==> src/rtl/stc_consts.svh <==
`ifndef STC_CONSTS_SVH
`define STC_CONSTS_SVH

// Register byte addresses on the APB.
`define STC_OFF_CTRL      12'h000
`define STC_OFF_LOW       12'h004
`define STC_OFF_HIGH      12'h008
`define STC_OFF_FLAG      12'h00C
`define STC_OFF_IRQEN     12'h010

// Field positions inside count_control.
`define STC_CTRL_WIDE     7
`define STC_CTRL_PS_HI    5
`define STC_CTRL_PS_LO    4
`define STC_CTRL_OSCEN    3
`define STC_CTRL_BYPASS   2
`define STC_CTRL_SRC      1
`define STC_CTRL_RUN      0

// Reset values and the mask of implemented control bits.
`define STC_CTRL_RST      8'h00
`define STC_CTRL_MASK     8'hBF
`define STC_COUNT_RST     16'h0000
`define STC_COUNT_MAX     16'hFFFF

// Timing: pclk period and the instruction cycle as a count of oscillator periods.
`define STC_PCLK_NS       25
`define STC_INSTR_PERIODS 4

`endif

==> src/rtl/stc_pkg.sv <==
package stc_pkg;

  // One byte of the count and a full count word.
  typedef logic [7:0]  stc_byte_t;
  typedef logic [15:0] stc_count_t;

  // Register selected by an APB address.
  typedef enum logic [5:0] {
    STC_SEL_NONE  = 6'h01,
    STC_SEL_CTRL  = 6'h02,
    STC_SEL_LOW   = 6'h04,
    STC_SEL_HIGH  = 6'h08,
    STC_SEL_FLAG  = 6'h10,
    STC_SEL_IRQEN = 6'h20
  } stc_sel_e;

  // Whole state of the timer block except the prescaler.
  typedef struct packed {
    stc_byte_t  ctrl;       // count_control register.
    stc_count_t count;      // Live count, high byte and low byte.
    stc_byte_t  hbuf;       // High byte buffer used in wide access mode.
    logic       ovf_flag;   // overflow_flag.
    logic       ovf_ie;     // overflow_irq_enable.
    logic       irq;        // Interrupt request output.
    logic       pready;     // APB ready.
    logic       pslverr;    // APB error.
    logic [31:0] prdata;    // APB read data.
    logic [2:0] sync1;      // First synchroniser stage of the pins.
    logic [2:0] sync2;      // Second synchroniser stage of the pins.
    logic       src_prev;   // Previous level of the selected external source.
    logic       pend;       // External edge waiting for an instruction cycle.
    logic [1:0] div;        // Instruction cycle divider.
    logic       instr_en;   // One pulse per instruction cycle.
    logic       tick;       // Source tick towards the prescaler.
    logic       presc_clr;  // Clears the prescaler.
    logic [1:0] pin_o;      // Pin output values.
    logic [1:0] pin_oe;     // Pin output enables.
    logic [1:0] port_rd;    // Pin values seen by port reads.
    logic       osc_en;     // Oscillator enable output.
  } stc_state_s;

  // State of the prescaler.
  typedef struct packed {
    logic [2:0] cnt;        // Divide counter.
    logic       tick;       // Divided tick.
  } stc_presc_s;

endpackage

==> src/rtl/stc_prescale.sv <==
`timescale 1ns/10ps
`include "stc_consts.svh"

// Input prescaler: passes one of every 1, 2, 4 or 8 source ticks.
module stc_prescale
  import stc_pkg::*;
#(
  parameter int CNT_W = 3   // Width of the divide counter.
) (
  input  wire logic       pclk,
  input  wire logic       presetn,
  input  wire logic       tick_in,   // Source tick, one cycle.
  input  wire logic       clr,       // Restarts the division.
  input  wire logic [1:0] ratio,     // input_prescale_select.
  output logic            tick_out   // Divided tick, registered.
);

  stc_presc_s st_r;   // Current state.
  stc_presc_s st_nxt; // Next state.

  // Turns the ratio code into the mask of counter bits that must be all ones.
  function automatic logic [2:0] ratio_mask(input logic [1:0] code);
    unique case (code)
      2'h3:    ratio_mask = 3'h7; // Divide by 8.
      2'h2:    ratio_mask = 3'h3; // Divide by 4.
      2'h1:    ratio_mask = 3'h1; // Divide by 2.
      default: ratio_mask = 3'h0; // No division.
    endcase
  endfunction

  // Counts source ticks and passes the one that completes the ratio.
  always_comb begin
    st_nxt      = st_r;
    st_nxt.tick = 1'b0;
    if (clr) begin
      st_nxt.cnt = 3'h0; // A low byte write restarts the division.
    end else if (tick_in) begin
      st_nxt.tick = ((st_r.cnt & ratio_mask(ratio)) == ratio_mask(ratio));
      st_nxt.cnt  = 3'(st_r.cnt + 3'h1);
    end
  end

  // Registers the state.
  always_ff @(posedge pclk or negedge presetn) begin
    if (!presetn) begin
      st_r <= '0;
    end else begin
      st_r <= st_nxt;
    end
  end

  assign tick_out = st_r.tick;

endmodule

==> src/rtl/stc_timer.sv <==
// The placing of the registers and the APB slave port were left to the implementer.
`timescale 1ns/10ps
`include "stc_consts.svh"

// Operation
// - 16-bit count in two bytes, overflow on wrap.
// - Both count bytes readable and writable.
// - Control bit 7 selects wide access.
// - Control bit 6 always reads zero.
// - Bits 5-4 select prescale 1,2,4,8.
// - Bit 3 enables or shuts low-power oscillator.
// - Bit 2 set bypasses external clock synchronisation.
// - Internal source ignores the synchronisation bit.
// - Bit 1 selects external pin or instruction clock.
// - Bit 0 runs counter; cleared holds value.
// - Internal source counts every instruction cycle.
// - External source counts rising edges of pin/oscillator.
// - Oscillator enabled forces pins input, reads zero.
// - Compare unit triggers clear the count.
// - Overflow latches flag; interrupt only if enabled.
// - Wide mode low read copies high byte.
// - Wide mode high write buffers; low write loads.
// - Counter write beats a trigger reset.
module stc_timer
  import stc_pkg::*;
#(
  parameter int ADDR_W = 12  // APB address width.
) (
  input  wire logic              pclk,
  input  wire logic              presetn,
  input  wire logic              psel,
  input  wire logic              penable,
  input  wire logic              pwrite,
  input  wire logic [ADDR_W-1:0] paddr,
  input  wire logic [31:0]       pwdata,
  output logic                   pready,
  output logic                   pslverr,
  output logic [31:0]            prdata,
  input  wire logic              compare_unit_one,   // Special event trigger, one cycle.
  input  wire logic              compare_unit_two,   // Special event trigger, one cycle.
  input  wire logic              ext_count_clock_pin,// Pin 0 level, also the external clock.
  input  wire logic              osc_input_pin,      // Pin 1 level.
  input  wire logic              osc_clock_in,       // Output of the low-power oscillator.
  input  wire logic [1:0]        port_c_direction,   // 1 means input, per pin.
  input  wire logic [1:0]        port_c_latch,       // Port output data per pin.
  output logic [1:0]             pin_o,              // Pin drive values.
  output logic [1:0]             pin_oe,             // Pin drive enables, high drives.
  output logic [1:0]             port_c_read,        // Pin levels seen by port reads.
  output logic                   osc_enable,         // Powers the low-power oscillator.
  output logic                   overflow_irq        // Interrupt request.
);

  localparam int INSTR_CYCLES = `STC_INSTR_PERIODS; // Oscillator periods per instruction.

  stc_state_s st_r;    // Current state.
  stc_state_s st_nxt;  // Next state.
  logic       presc_tick; // Divided count tick from the prescaler.

  // Maps an address to the register it selects.
  function automatic stc_sel_e addr_decode(input logic [ADDR_W-1:0] a);
    unique case (a)
      `STC_OFF_CTRL:  addr_decode = STC_SEL_CTRL;
      `STC_OFF_LOW:   addr_decode = STC_SEL_LOW;
      `STC_OFF_HIGH:  addr_decode = STC_SEL_HIGH;
      `STC_OFF_FLAG:  addr_decode = STC_SEL_FLAG;
      `STC_OFF_IRQEN: addr_decode = STC_SEL_IRQEN;
      default:        addr_decode = STC_SEL_NONE;
    endcase
  endfunction

  // The prescaler divides the source ticks.
  stc_prescale #(
    .CNT_W (3)
  ) u_prescale (
    .pclk     (pclk),
    .presetn  (presetn),
    .tick_in  (st_r.tick),
    .clr      (st_r.presc_clr),
    .ratio    (st_r.ctrl[`STC_CTRL_PS_HI:`STC_CTRL_PS_LO]),
    .tick_out (presc_tick)
  );

  // Next state of the whole block.
  always_comb begin
    stc_sel_e   sel;        // Register addressed by the bus.
    logic       setup;      // First cycle of the access phase.
    logic       done;       // Completing edge of a transfer.
    logic       wr_low;     // Completed write to the low byte.
    logic       wr_high;    // Completed write to the high byte.
    logic       wide;       // Wide access mode.
    logic       src_lvl;    // Level of the selected external source.
    logic       src_rise;   // Rising edge of that source.
    logic       cnt_inc;    // The count advances this cycle.
    logic       trig;       // A compare unit asks for a clear.
    logic       ovf;        // The count wraps this cycle.
    stc_count_t inc_val;    // Count plus one.
    sel      = addr_decode(paddr);
    setup    = psel && penable && !st_r.pready;
    done     = psel && penable && st_r.pready;
    wide     = st_r.ctrl[`STC_CTRL_WIDE];
    wr_low   = done && pwrite && (sel == STC_SEL_LOW);
    wr_high  = done && pwrite && (sel == STC_SEL_HIGH);
    st_nxt   = st_r;

    // Pins pass two flip-flops before anything looks at them.
    st_nxt.sync1 = {osc_clock_in, osc_input_pin, ext_count_clock_pin};
    st_nxt.sync2 = st_r.sync1;

    // The instruction clock is one pulse every four oscillator periods.
    st_nxt.div      = 2'(st_r.div + 2'h1);
    st_nxt.instr_en = (st_r.div == 2'(INSTR_CYCLES - 1));

    // The oscillator output replaces the pin when the oscillator runs.
    src_lvl         = st_r.ctrl[`STC_CTRL_OSCEN] ? st_r.sync2[2] : st_r.sync2[0];
    src_rise        = src_lvl && !st_r.src_prev;
    st_nxt.src_prev = src_lvl;

    // Chooses the tick that feeds the prescaler.
    st_nxt.tick = 1'b0;
    st_nxt.pend = st_r.pend;
    if (!st_r.ctrl[`STC_CTRL_SRC]) begin
      // Internal source: the synchronisation bit plays no part.
      st_nxt.tick = st_r.instr_en;
      st_nxt.pend = 1'b0;
    end else if (st_r.ctrl[`STC_CTRL_BYPASS]) begin
      // Unsynchronised: each edge counts as soon as it is seen.
      st_nxt.tick = src_rise;
      st_nxt.pend = 1'b0;
    end else begin
      // Synchronised: an edge waits for the next instruction cycle.
      if (st_r.instr_en) begin
        st_nxt.tick = st_r.pend || src_rise;
        st_nxt.pend = 1'b0;
      end else if (src_rise) begin
        st_nxt.pend = 1'b1;
      end
    end
    if (!st_r.ctrl[`STC_CTRL_RUN]) begin
      st_nxt.tick = 1'b0;
    end

    // Advance and wrap of the count.
    cnt_inc = presc_tick && st_r.ctrl[`STC_CTRL_RUN];
    inc_val = 16'(st_r.count + 16'h0001);
    ovf     = cnt_inc && (st_r.count == `STC_COUNT_MAX);
    trig    = compare_unit_one || compare_unit_two;
    if (cnt_inc) begin
      st_nxt.count = inc_val;
    end
    if (trig) begin
      st_nxt.count = `STC_COUNT_RST;
    end

    // Only low byte writes restart the prescaler.
    st_nxt.presc_clr = wr_low;

    // APB: ready on the second access cycle, data prepared in the first.
    st_nxt.pready  = setup;
    st_nxt.pslverr = setup && (sel == STC_SEL_NONE);
    if (setup) begin
      unique case (sel)
        STC_SEL_CTRL:  st_nxt.prdata = {24'h000000, st_r.ctrl & `STC_CTRL_MASK};
        STC_SEL_LOW:   st_nxt.prdata = {24'h000000, st_r.count[7:0]};
        STC_SEL_HIGH:  st_nxt.prdata = {24'h000000, wide ? st_r.hbuf : st_r.count[15:8]};
        STC_SEL_FLAG:  st_nxt.prdata = {31'h00000000, st_r.ovf_flag};
        STC_SEL_IRQEN: st_nxt.prdata = {31'h00000000, st_r.ovf_ie};
        default:       st_nxt.prdata = 32'h00000000;
      endcase
    end

    // Effects of a completed transfer.
    if (done && !pwrite && (sel == STC_SEL_LOW) && wide) begin
      st_nxt.hbuf = st_r.count[15:8];
    end
    if (done && pwrite) begin
      unique case (sel)
        STC_SEL_CTRL: begin
          st_nxt.ctrl = pwdata[7:0] & `STC_CTRL_MASK;
        end
        STC_SEL_LOW: begin
          // A write beats both the increment and a trigger.
          if (wide) begin
            st_nxt.count = {st_r.hbuf, pwdata[7:0]};
          end else begin
            st_nxt.count = {st_r.count[15:8], pwdata[7:0]};
          end
        end
        STC_SEL_HIGH: begin
          if (wide) begin
            st_nxt.hbuf = pwdata[7:0];
          end else begin
            st_nxt.count = {pwdata[7:0], st_r.count[7:0]};
          end
        end
        STC_SEL_FLAG: begin
          // Writing one clears the flag.
          if (pwdata[0]) begin
            st_nxt.ovf_flag = 1'b0;
          end
        end
        STC_SEL_IRQEN: begin
          st_nxt.ovf_ie = pwdata[0];
        end
        default: begin
          st_nxt.ovf_ie = st_r.ovf_ie; // Unmapped writes change nothing.
        end
      endcase
    end

    // A wrap sets the flag even if software clears it in the same cycle.
    if (ovf) begin
      st_nxt.ovf_flag = 1'b1;
    end
    st_nxt.irq = st_nxt.ovf_flag && st_nxt.ovf_ie;

    // Pin control: the running oscillator takes both pins as inputs.
    st_nxt.osc_en = st_nxt.ctrl[`STC_CTRL_OSCEN];
    st_nxt.pin_o  = port_c_latch;
    // Pins follow the same control value as the oscillator enable, so both change together.
    if (st_nxt.ctrl[`STC_CTRL_OSCEN]) begin
      st_nxt.pin_oe  = 2'h0;
      st_nxt.port_rd = 2'h0;
    end else begin
      st_nxt.pin_oe  = ~port_c_direction;
      st_nxt.port_rd = st_r.sync2[1:0];
    end
  end

  // Registers the state.
  always_ff @(posedge pclk or negedge presetn) begin
    if (!presetn) begin
      st_r      <= '0;
      st_r.ctrl <= `STC_CTRL_RST;
    end else begin
      st_r <= st_nxt;
    end
  end

  // Every output comes straight from the state register.
  assign pready       = st_r.pready;
  assign pslverr      = st_r.pslverr;
  assign prdata       = st_r.prdata;
  assign pin_o        = st_r.pin_o;
  assign pin_oe       = st_r.pin_oe;
  assign port_c_read  = st_r.port_rd;
  assign osc_enable   = st_r.osc_en;
  assign overflow_irq = st_r.irq;

endmodule

==> config.mk <==
export PLATFORM = sky130hd
export DESIGN_NAME = stc_timer
export DESIGN_NICKNAME = d
export VERILOG_FILES = /design/src/rtl/stc_pkg.sv /design/src/rtl/stc_prescale.sv /design/src/rtl/stc_timer.sv
export VERILOG_INCLUDE_DIRS = /design/src /design/src/rtl
export SDC_FILE = /design/constraint.sdc
export NUM_CORES = 1
export LEC_CHECK = 0
export ABC_CLOCK_PERIOD_IN_PS = 2400
export BUFFER_PORTS_ARGS = -buffer_cell sky130_fd_sc_hd__buf_2
export CAP_MARGIN = 0
export CORE_MARGIN = 4
export CORE_UTILIZATION = 25
export CTS_BUF_LIST = sky130_fd_sc_hd__clkbuf_4 sky130_fd_sc_hd__clkbuf_8
export CTS_CLUSTER_DIAMETER = 40
export DETAILED_ROUTE_END_ITERATION = 10
export GPL_TIMING_DRIVEN = 0
export PLACE_DENSITY = 0.51
export SYNTH_ARGS = -nofsm -noshare
export SYNTH_HDL_FRONTEND = slang
export SYNTH_HIERARCHICAL = 1
export SYNTH_SLANG_ARGS = --single-unit
==> constraint.sdc <==
create_clock -name pclk -period 2.4 [get_ports pclk]
set_input_delay 0.12 -clock pclk [delete_from_list [all_inputs] [get_ports pclk]]
set_output_delay 0.12 -clock pclk [all_outputs]
set_load 0.03 [all_outputs]
==> metrics.txt, run 1 <==
FF-to-FF End prdata[5]; relative slew slack 41.25%; DRT Pass-1 Iters 4; ant diodes 0; Slowest-stage cell, CP clkbuf_1; first-pass GRT wire length 16.42 mm; Hold Startpoint pwdata[7]; Layout fillers 1,519; Via density 4.672; Num CTS Buffers 9; minimum clock period 2.334 ns; Area Growth Syn to Fin 23.34%; CP Class register to register; Post-synth ARST share 100.0%; grt ovf 0; Total GRT Usage 12.46%; core footprint 0.01464 mm^2; H-tree levels 3; Hold EP st_r[88]; Initial Utilization 25.67%; Longest Clk Path Bufs 2; static leakage 2.129 nW; placed cells 650; vias 3,144; mux contribution to synthesized area 8.888%; CP Launch Type register; Seq/Total Area, Yosys 44.61%; layout cell share with drive strength beyond 1 26.38%; synth warn 6; status finished clean; Max VDD drop 0.1591 mV; area of the multi-input gates 0.001807 mm^2; data required time of the worst path 2.64 ns; Final HPWL DP 7.451 mm; largest net degree at the start of global routing 68; Yosys cell types 50; final WL 10.09 mm; RSZ-0062 raised after global routing no; crit-path max FO 10; chip width 130.6 um; commonest cells in the netlist dfrtp_1 (67), buf_4 (38), nor2_1 (34); clk_lat worst skew 0.35 ns; Synth Area in Simple Gates 18.34%; DRC viols 0; Post-Synth Adder-Cell Area 0.9987%; CP endpoint kind register; antenna violations before repair 0; worst-margin pin slew 0.8812 ns; share of the synthesized area in the top cell type 44.61%; Clock Sinks 67; Fin Setup TNS 0 ns; TritonCTS clock tree done; final design utilization 31.66%; # rows 44; reg2reg path depth 6; Die ar. 0.01706 mm^2; clock transition at the registers of the reported paths 0.08 ns; Storage cell area 0.001677 mm^2; nets 545; Hold Path Class input pin to register; final non-filler cell area 0.004636 mm^2; most common cell in the synthesized netlist dfrtp_1; highest attainable clock frequency 428.5 MHz; routed len/inst 14.99 um; main combinational cell family by area after synthesis simple AND/OR/NAND/NOR gates; Final Setup Violations 0; worst endpoint data arrival time 2.58 ns; Clock Tree Root clkbuf_8; xor/xnor share of the synthesized area 1.398%; Synth area leader dfrtp_1; Clock Skews 0.01149 ns; Critical Path, Cell by Cell clkbuf_1 -> buf_2 -> clkbuf_2 -> mux2i_1 -> o22ai_1 -> a22o_1; non-filler cells, final 673; Worst path max stage delay 0.43 ns; reg2reg start st_r[88]; die height 130.6 um; largest cells by area after synthesis dfrtp_1 (45%), buf_4 (7.6%), mux2i_1 (5.6%), a21oi_1 (4.1%), nor2_1 (3.4%); max-cap violations 0; Power Density 514.0 mW/mm^2; Compound-Gate Fraction of Synth Area 15.08%; Antenna Nets Post-Route 0; mean post-synth cell area 9.540 um^2; period utilization 97.24%; Worst R2R Setup Slack 0.07 ns; IO Pins 100; cell depth of the worst hold path 2; GP Congestion 0.8625; fin. max-slew vios 0; #FFs+latches synth 67; Post-synth EDFFs 0; mapped cell area 0.003759 mm^2; Port Buf Inserts 49; number of global-route vias before repair 3,084; Final Hold Fails 0; ys flop type dfrtp_1; placed standard-cell area 0.004323 mm^2; Syn Inst Count 394; Post-CTS Setup Inserts 0; first-iteration detailed-routing DRC count 242
[cell usage in the layout (no fill, tap or decap), drive strengths merged, types with 7 or more instances in the layout]
master	count
nand3	15
dfrtp	67
nand2	31
conb	24
mux2i	21
o22ai	7
nand4	7
dlygate4sd3	8
a22o	9
a21oi	31
mux2	9
o21ai	17
buf	89
inv	13
nor2	34
clkbuf	25
nor3	10
[power breakdown]
| part | switching (mW) | internal [mW] |
|---|---|---|
| Clock | 0.447 | 0.515 |
| Combinational | 0.178 | 0.0949 |
| Sequential | 0.00551 | 1.14 |
[kinds of logic after synthesis]
kind of cell             after synthesis
AO/OA/AOI/OAI                         89
XOR/XNOR                               6
adder cells (fa/ha/maj)                3
buffers and inverters                 68
flip-flops                            67
multiplexers                          31
other                                  1
AND/OR/NAND/NOR                      129
[worst max-delay path by stage]
stage | startpoint | cells after the start | slack, ns | endpoint
floorplan | pready | 7 | 0.46 | st_r[63]
global placement | st_r[88] | 7 | -0.20 | st_r[78]
detailed placement | st_r[88] | 7 | -0.23 | st_r[66]
CTS | pready | 7 | 0.1 | st_r[64]
global route | pready | 6 | 0.01 | st_r[68]
finish | st_r[88] | 6 | 0.07 | prdata[5]
[through the flow]
| stage | worst slack (ns) | hold WS (ns) | power [mW] |
|---|---|---|---|
| after CTS | 0.09969 | 0.04678 | 2.418 |
| after global routing | 0.01452 | 0.05248 | 2.505 |
| after detailed placement | -0.2266 | 0.2326 | 1.432 |
| after global placement | -0.2035 | 0.2280 | 1.428 |
| final | 0.06622 | 0.05801 | 2.383 |
| after floorplan | 0.4625 | -0.1756 | 1.338 |
[critical path, delay by kind of cell (launching register included)]
kind / cells / cell delay [ns]
flip-flops: 1 / 0.32
multiplexers: 1 / 0.38
buffers and inverters: 3 / 1.09
AO/OA/AOI/OAI: 2 / 0.43
[repair_timing]
item,CTS,global route
hold buffers,8,0
endpoints found under the hold margin,74,0
resized for setup,5,3
gates cloned,0,0
setup endpoints to repair,13,12
[layer usage]
layer	up-vias	track usage [%]	wire length, um
met5	-	0	0
met4	0	4.961	212
met3	18	2.886	636
met2	97	19.30	4716
met1	1507	16.84	4524
li1	1522	-	-
[state kept, by name, indices dropped and copies added, names as in the netlist]
register,flops
st_r,43
pin_oe,2
pin_o,2
u_prescale/tick_out,1
port_c_read,2
pslverr,1
u_prescale/st_r,3
prdata,8
overflow_irq,1
st_nxt,3
pready,1
[layout make-up]
class                      count  area share [%]
inverter                      13           1.053
clock inverter                 5           1.134
sequential                    67           36.17
multi-input combinational    282           38.97
buffer                        54           7.503
clock buffer                  11           3.131
timing repair buffer          57           7.072
tap                          184           4.966
Note: power is estimated with default switching activity, not from simulation.
==> run 2, diff against run 1 <==
CORE_UTILIZATION = 55   (was 25)
GPL_TIMING_DRIVEN = default   (was 0)
PLACE_DENSITY = 0.9   (was 0.51)
SKIP_LAST_GASP = 1   (was default)
==> run 2 against run 1 <==
Worst setup slack better by 0.30 ns. Count of clock-buffer cells in the layout down 2. Routed wire length down 12%. Core utilization up 33 points. Power down 2.2%. Worst hold slack better by 0.013 ns. Cell area down 8.9%. Flip-flop and latch count unchanged. Die area down 52%. Critical path depth up 1. Critical path type unchanged.
==> metrics.txt, run 2 (synthesis results as in run 1) <==
status finished clean; Num CTS Buffers 9 (unchanged); Storage cell area 0.001677 mm^2 (unchanged); worst-margin pin slew 0.6631 ns (-0.2181 ns); RSZ-0062 raised after global routing no; nets 504 (-7.5%); core footprint 0.006495 mm^2 (-56%); Area Growth Syn to Fin 12.35%; Max VDD drop 0.3599 mV (+130%); Biggest register st_r; most common cell after layout, fill and taps aside dfrtp_1; commonest non-fill, non-tap cells in the layout dfrtp_1 (67), buf_2 (51), nor2_1 (34); max-cap violations 0 (unchanged); minimum clock period 2.036 ns (-0.2977 ns); first-iteration detailed-routing DRC count 317 (+31%); clock transition at the registers of the reported paths 0.08 ns (about the same); FF-to-FF End port_c_read[0]; data required time of the worst path 2.68 ns (+0.04 ns); placed standard-cell area 0.003943 mm^2 (-8.8%); largest net degree at the start of global routing 42 (-38%); final design utilization 65.02% (+33 points); DRT Pass-1 Iters 5 (+1); CP Launch Type register; routed len/inst 16.94 um (+13%); Worst R2R Setup Slack 0.36 ns (+0.30 ns); DRC viols 0 (unchanged); relative slew slack 55.70% (+14 points); Final HPWL DP 6.511 mm (-13%); reg2reg path depth 7 (+1); number of global-route vias before repair 3,161 (+2.5%); fin. max-slew vios 0 (unchanged); non-filler cells, final 525 (-22%); worst endpoint data arrival time 2.31 ns (-0.27 ns); grt ovf 0 (unchanged); chip width 90.67 um (-31%); Port Buf Inserts 51 (+4.1%); placed cells 501 (-23%); Fin Setup TNS 0 ns (unchanged); max reg flops 43 (unchanged); area of the multi-input gates 0.001770 mm^2 (-2.0%); ant diodes 0 (unchanged); Sw Share 27.40% (+0.96 points); GP Congestion 0.9582 (+11%); crit path to port_c_read[0]; final non-filler cell area 0.004223 mm^2 (-8.9%); IO Pins 100 (unchanged); vias 3,120 (-0.76%); Power Density 551.7 mW/mm^2 (+7.3%); clock power share 40.9% (+0.6 points); crit-path max FO 11 (+1); fin worst setup slack 0.3640 ns (+0.2977 ns); Layout fillers 492 (-68%); period utilization 84.84% (-12 points); Via density 5.943 (+27%); pre-CTS WS 0.4025 ns (+0.6291 ns); Setup crit start pready; die height 90.67 um (-31%); Total GRT Usage 22.75% (+10 points); TritonCTS clock tree done; # rows 29 (-34%); Longest Clk Path Bufs 2 (unchanged); Antenna Nets Post-Route 0 (unchanged); final WL 8.895 mm (-12%); CP Class register to register; Clock Sinks 67 (unchanged); layout cell share with drive strength beyond 1 21.88% (-4.5 points); static leakage 1.938 nW (-9.0%); Clock Skews 0.006487 ns (-0.004999 ns); reg2reg start pready; antenna violations before repair 0 (unchanged); Reg power frac 49.3% (+1.1 points); CP endpoint kind register; Final Hold Fails 0 (unchanged); clk_lat worst skew 0.35 ns (about the same); sw power 0.6383 mW (+1.3%); Cell Int Power 1.692 mW (-3.5%); Clock Tree Root clkbuf_8; H-tree levels 3 (unchanged); Initial Utilization 57.87% (+32 points); cts repair resizes 0 (-5); combinational fraction of design power 9.8% (-1.6 points); Post-CTS Setup Inserts 0 (unchanged); Die ar. 0.008220 mm^2 (-52%); highest attainable clock frequency 491.1 MHz (+15%); first-pass GRT wire length 15.15 mm (-7.7%); Hold Path Class input pin to register; Final Setup Violations 0 (unchanged)
run 2: changes by cell type in the layout (fill, tap and decap cells not counted), moves of 2 or more:
cell | before | now
clkinv_2 | 3 | 1
buf_4 | 39 | 10
inv_6 | 0 | 2
clkbuf_1 | 13 | 0
buf_2 | 49 | 51
run 2: worst min-delay path by stage:
| stage | startpoint | end | cells past startpoint |
|---|---|---|---|
| 2_1_floorplan | presetn | overflow_irq | 0 |
| 5_1_grt | pwdata[7] | st_r[88] | 2 |
| 3_3_place_gp | presetn | st_nxt[15] | 1 |
| 6_report | pwdata[7] | st_r[88] | 2 |
| 4_1_cts | pwdata[7] | st_r[88] | 2 |
| 3_5_place_dp | presetn | st_r[15] | 1 |
run 2: cell type report:
class	instances	area share, %
repair buffers	70	10.19
clock inverters	7	1.807
flip-flops and latches	67	39.70
clock buffers	9	2.933
inverters	13	1.156
well taps	77	2.281
multi-input cells	282	41.93
run 2: power by group through the flow:
stage	clock, mW	combinational [mW]	sequential, mW
4_1_cts	0.961	0.228	1.15
3_3_place_gp	0	0.214	1.17
5_1_grt	1.01	0.250	1.15
3_5_place_dp	0	0.217	1.17
2_1_floorplan	0	0.164	1.17
6_report	0.952	0.229	1.15
run 2: per-stage QoR:
step | hold WS, ns | power, mW
2_1_floorplan | -0.1756 | 1.338
3_5_place_dp | 0.1795 | 1.388
6_report | 0.07109 | 2.330
5_1_grt | 0.06707 | 2.409
4_1_cts | 0.06390 | 2.338
3_3_place_gp | 0.1734 | 1.384
run 2: critical path, stage by stage, from the launching register on:
cell	delay [ns]
dfrtp_1	0.39
and4_1	0.31
nand4_1	0.12
buf_4	0.21
nor3_2	0.21
buf_4	0.20
mux2_2	0.38
nor2_1	0.13
run 2: what timing repair did:
| action | in CTS | in global routing |
|---|---|---|
| hold endpoints to repair | 33 | 0 |
| endpoints found under the setup margin | 0 | 0 |
| hold buffers | 8 | 0 |
run 2: per-layer routing:
metal | GRT usage [%] | wire (um) | share of wire (%) | vias up
met1 | 28.98 | 3583 | 40 | 1499
met4 | 7.526 | 136 | 1.5 | 0
met2 | 37.06 | 4396 | 49 | 159
li1 | - | - | - | 1444
met5 | 0 | 0 | 0 | -
met3 | 6.750 | 780 | 8.8 | 18
==> run 3, diff against run 2 <==
ABC_CLOCK_PERIOD_IN_PS = 2150   (was 2400)
clock period = 2.15 ns   (was 2.4 ns; I/O delays follow)
==> run 3 against run 2 <==
Core utilization is 0.75 points higher. Critical path depth stayed put. Maximum frequency is 4.5% higher. Largest power group unchanged. Non-clock buffer count is 3 higher. Flip-flop and latch count stayed put.
==> metrics.txt, run 3 (synthesis results as in run 1) <==
status finished clean; most common cell after layout, fill and taps aside dfrtp_1; antenna violations before repair 0 (unchanged); Port Buf Inserts 51 (unchanged); CP Launch Type register; Total GRT Usage 23.34% (+0.58 points); Longest Clk Path Bufs 2 (unchanged); most used cell along the critical path buf_4; minimum clock period 1.948 ns (-0.08808 ns); Worst path max stage delay 0.40 ns (about the same); # rows 29 (unchanged); Post-CTS Setup Inserts 0 (unchanged); layout cell share with drive strength beyond 1 23.28% (+1.4 points); reg2reg start pready; Max VDD drop 0.3200 mV (-11%); crit-path max FO 11 (unchanged); crit path to pin_oe[0]; Final Hold Fails 0 (unchanged); first-pass GRT wire length 15.44 mm (+2.0%); DRT Pass-1 Iters 5 (unchanged); RSZ-0062 raised after global routing no; vias 3,206 (+2.8%); Clock Sinks 67 (unchanged); worst endpoint data arrival time 2.23 ns (-0.08 ns); Fin Setup TNS 0 ns (unchanged); Antenna Nets Post-Route 0 (unchanged); Bufs and invs on worst path 2 (unchanged); DRC viols 0 (unchanged); number of global-route vias before repair 3,168 (+0.22%); Area Growth Syn to Fin 13.65%; Initial Utilization 57.87% (unchanged); nets 507 (+0.60%); Worst R2R Setup Slack 0.20 ns (-0.16 ns); core footprint 0.006495 mm^2 (unchanged); Power Density 631.8 mW/mm^2 (+15%); Num CTS Buffers 9 (unchanged); cell depth of the worst setup path 7 (unchanged); Hold Path Class input pin to register; Die ar. 0.008220 mm^2 (unchanged); clock transition at the registers of the reported paths 0.07 ns (about the same); static leakage 1.962 nW (+1.2%); first-iteration detailed-routing DRC count 353 (+11%); commonest non-fill, non-tap cells in the layout dfrtp_1 (67), buf_2 (51), nor2_1 (33); FF-to-FF End pin_oe[0]; Setup crit start pready; Biggest register st_r; highest attainable clock frequency 513.4 MHz (+4.5%); ant diodes 0 (unchanged); final design utilization 65.77% (+0.75 points); period utilization 90.60% (+5.8 points); IO Pins 100 (unchanged); max reg flops 43 (unchanged); total power 2.699 mW (+16%); relative slew slack 45.09% (-11 points); CP endpoint kind register; worst-margin pin slew 0.8236 ns (+0.1606 ns); largest net degree at the start of global routing 68 (+62%); fin worst setup slack 0.2020 ns (-0.1619 ns); die height 90.67 um (unchanged); chip width 90.67 um (unchanged); pre-CTS WS 0.1422 ns (-0.2603 ns); reg2reg path depth 7 (unchanged); CP Class register to register; non-filler cells, final 528 (+0.57%); TritonCTS clock tree done; final WL 9.180 mm (+3.2%); Via density 6.072 (+2.2%); Clock Skews 0.007677 ns (+0.001190 ns); Final Setup Violations 0 (unchanged); Slowest-stage cell, CP dfrtp_1; placed cells 504 (+0.60%); Final HPWL DP 6.460 mm (-0.78%); H-tree levels 3 (unchanged); CP delay by family, top simple AND/OR/NAND/NOR gates; max-cap violations 0 (unchanged); routed len/inst 17.39 um (+2.6%); GP Congestion 0.9560 (-0.23%); Critical Path, Cell by Cell and4_1 -> nand4_1 -> buf_4 -> nor3_2 -> buf_4 -> mux2_2 -> nor2_1; fin. max-slew vios 0 (unchanged); clk_lat worst skew 0.35 ns (about the same); data required time of the worst path 2.43 ns (-0.25 ns); grt ovf 0 (unchanged); Clock Tree Root clkbuf_8
==> run 3: cell types whose count changed in the layout (fill, tap and decap cells not counted), sizes merged <==
cell,change
buf,+3
inv,-2
bufinv,+1
clkbuf,+1
clkinv,+1
clkinvlp,-1
==> run 3: routing by layer <==
metal,up-vias,track usage [%],part of all wire [%]
li1,1446,-,-
met5,-,0,0
met2,192,36.26,48
met1,1541,30.58,40
met3,27,5.333,8.5
met4,0,11.73,2.6
==> run 3: through the flow <==
| step | hold WS, ns | cell area, um^2 |
|---|---|---|
| after floorplan | -0.1881 | 3845 |
| after global placement | 0.2150 | 3953 |
| after detailed placement | 0.2171 | 3953 |
| after CTS | 0.04031 | 4254 |
| after global routing | 0.04964 | 4272 |
| final | 0.05347 | 4272 |
==> run 3: cell type report <==
class                           instances  area, um^2
Clock buffer                           10       131.4
Clock inverter                          6       90.09
Fill cell                             520        2223
Inverter                               13       48.80
Multi-Input combinational cell        282        1788
Sequential cell                        67        1677
Tap cell                               77       96.34
Timing Repair Buffer                   73       440.4
==> run 3: timing repair <==
action | CTS | global route
hold buffers | 8 | 0
resized for setup | 0 | 4
endpoints found under the setup margin | 0 | 3
hold endpoints to repair | 74 | 0
==> run 3: worst min-delay path by stage <==
stage                          startpoint           end  cells after the start
after floorplan                   presetn  overflow_irq                      0
final                           pwdata[7]      st_r[88]                      2
after global placement    port_c_latch[1]      pin_o[1]                      1
after CTS                       pwdata[7]      st_r[88]                      2
after detailed placement  port_c_latch[1]      pin_o[1]                      1
after global routing            pwdata[7]      st_r[88]                      2
==> run 3: report_power, final <==
part           total (mW)  switching, mW  leakage (nW)  internal [mW]
sequential           1.28        0.00662         0.893           1.28
combinational       0.256          0.188         0.959         0.0681
clock                1.16          0.492         0.110          0.667
total                2.70          0.687          1.96           2.01
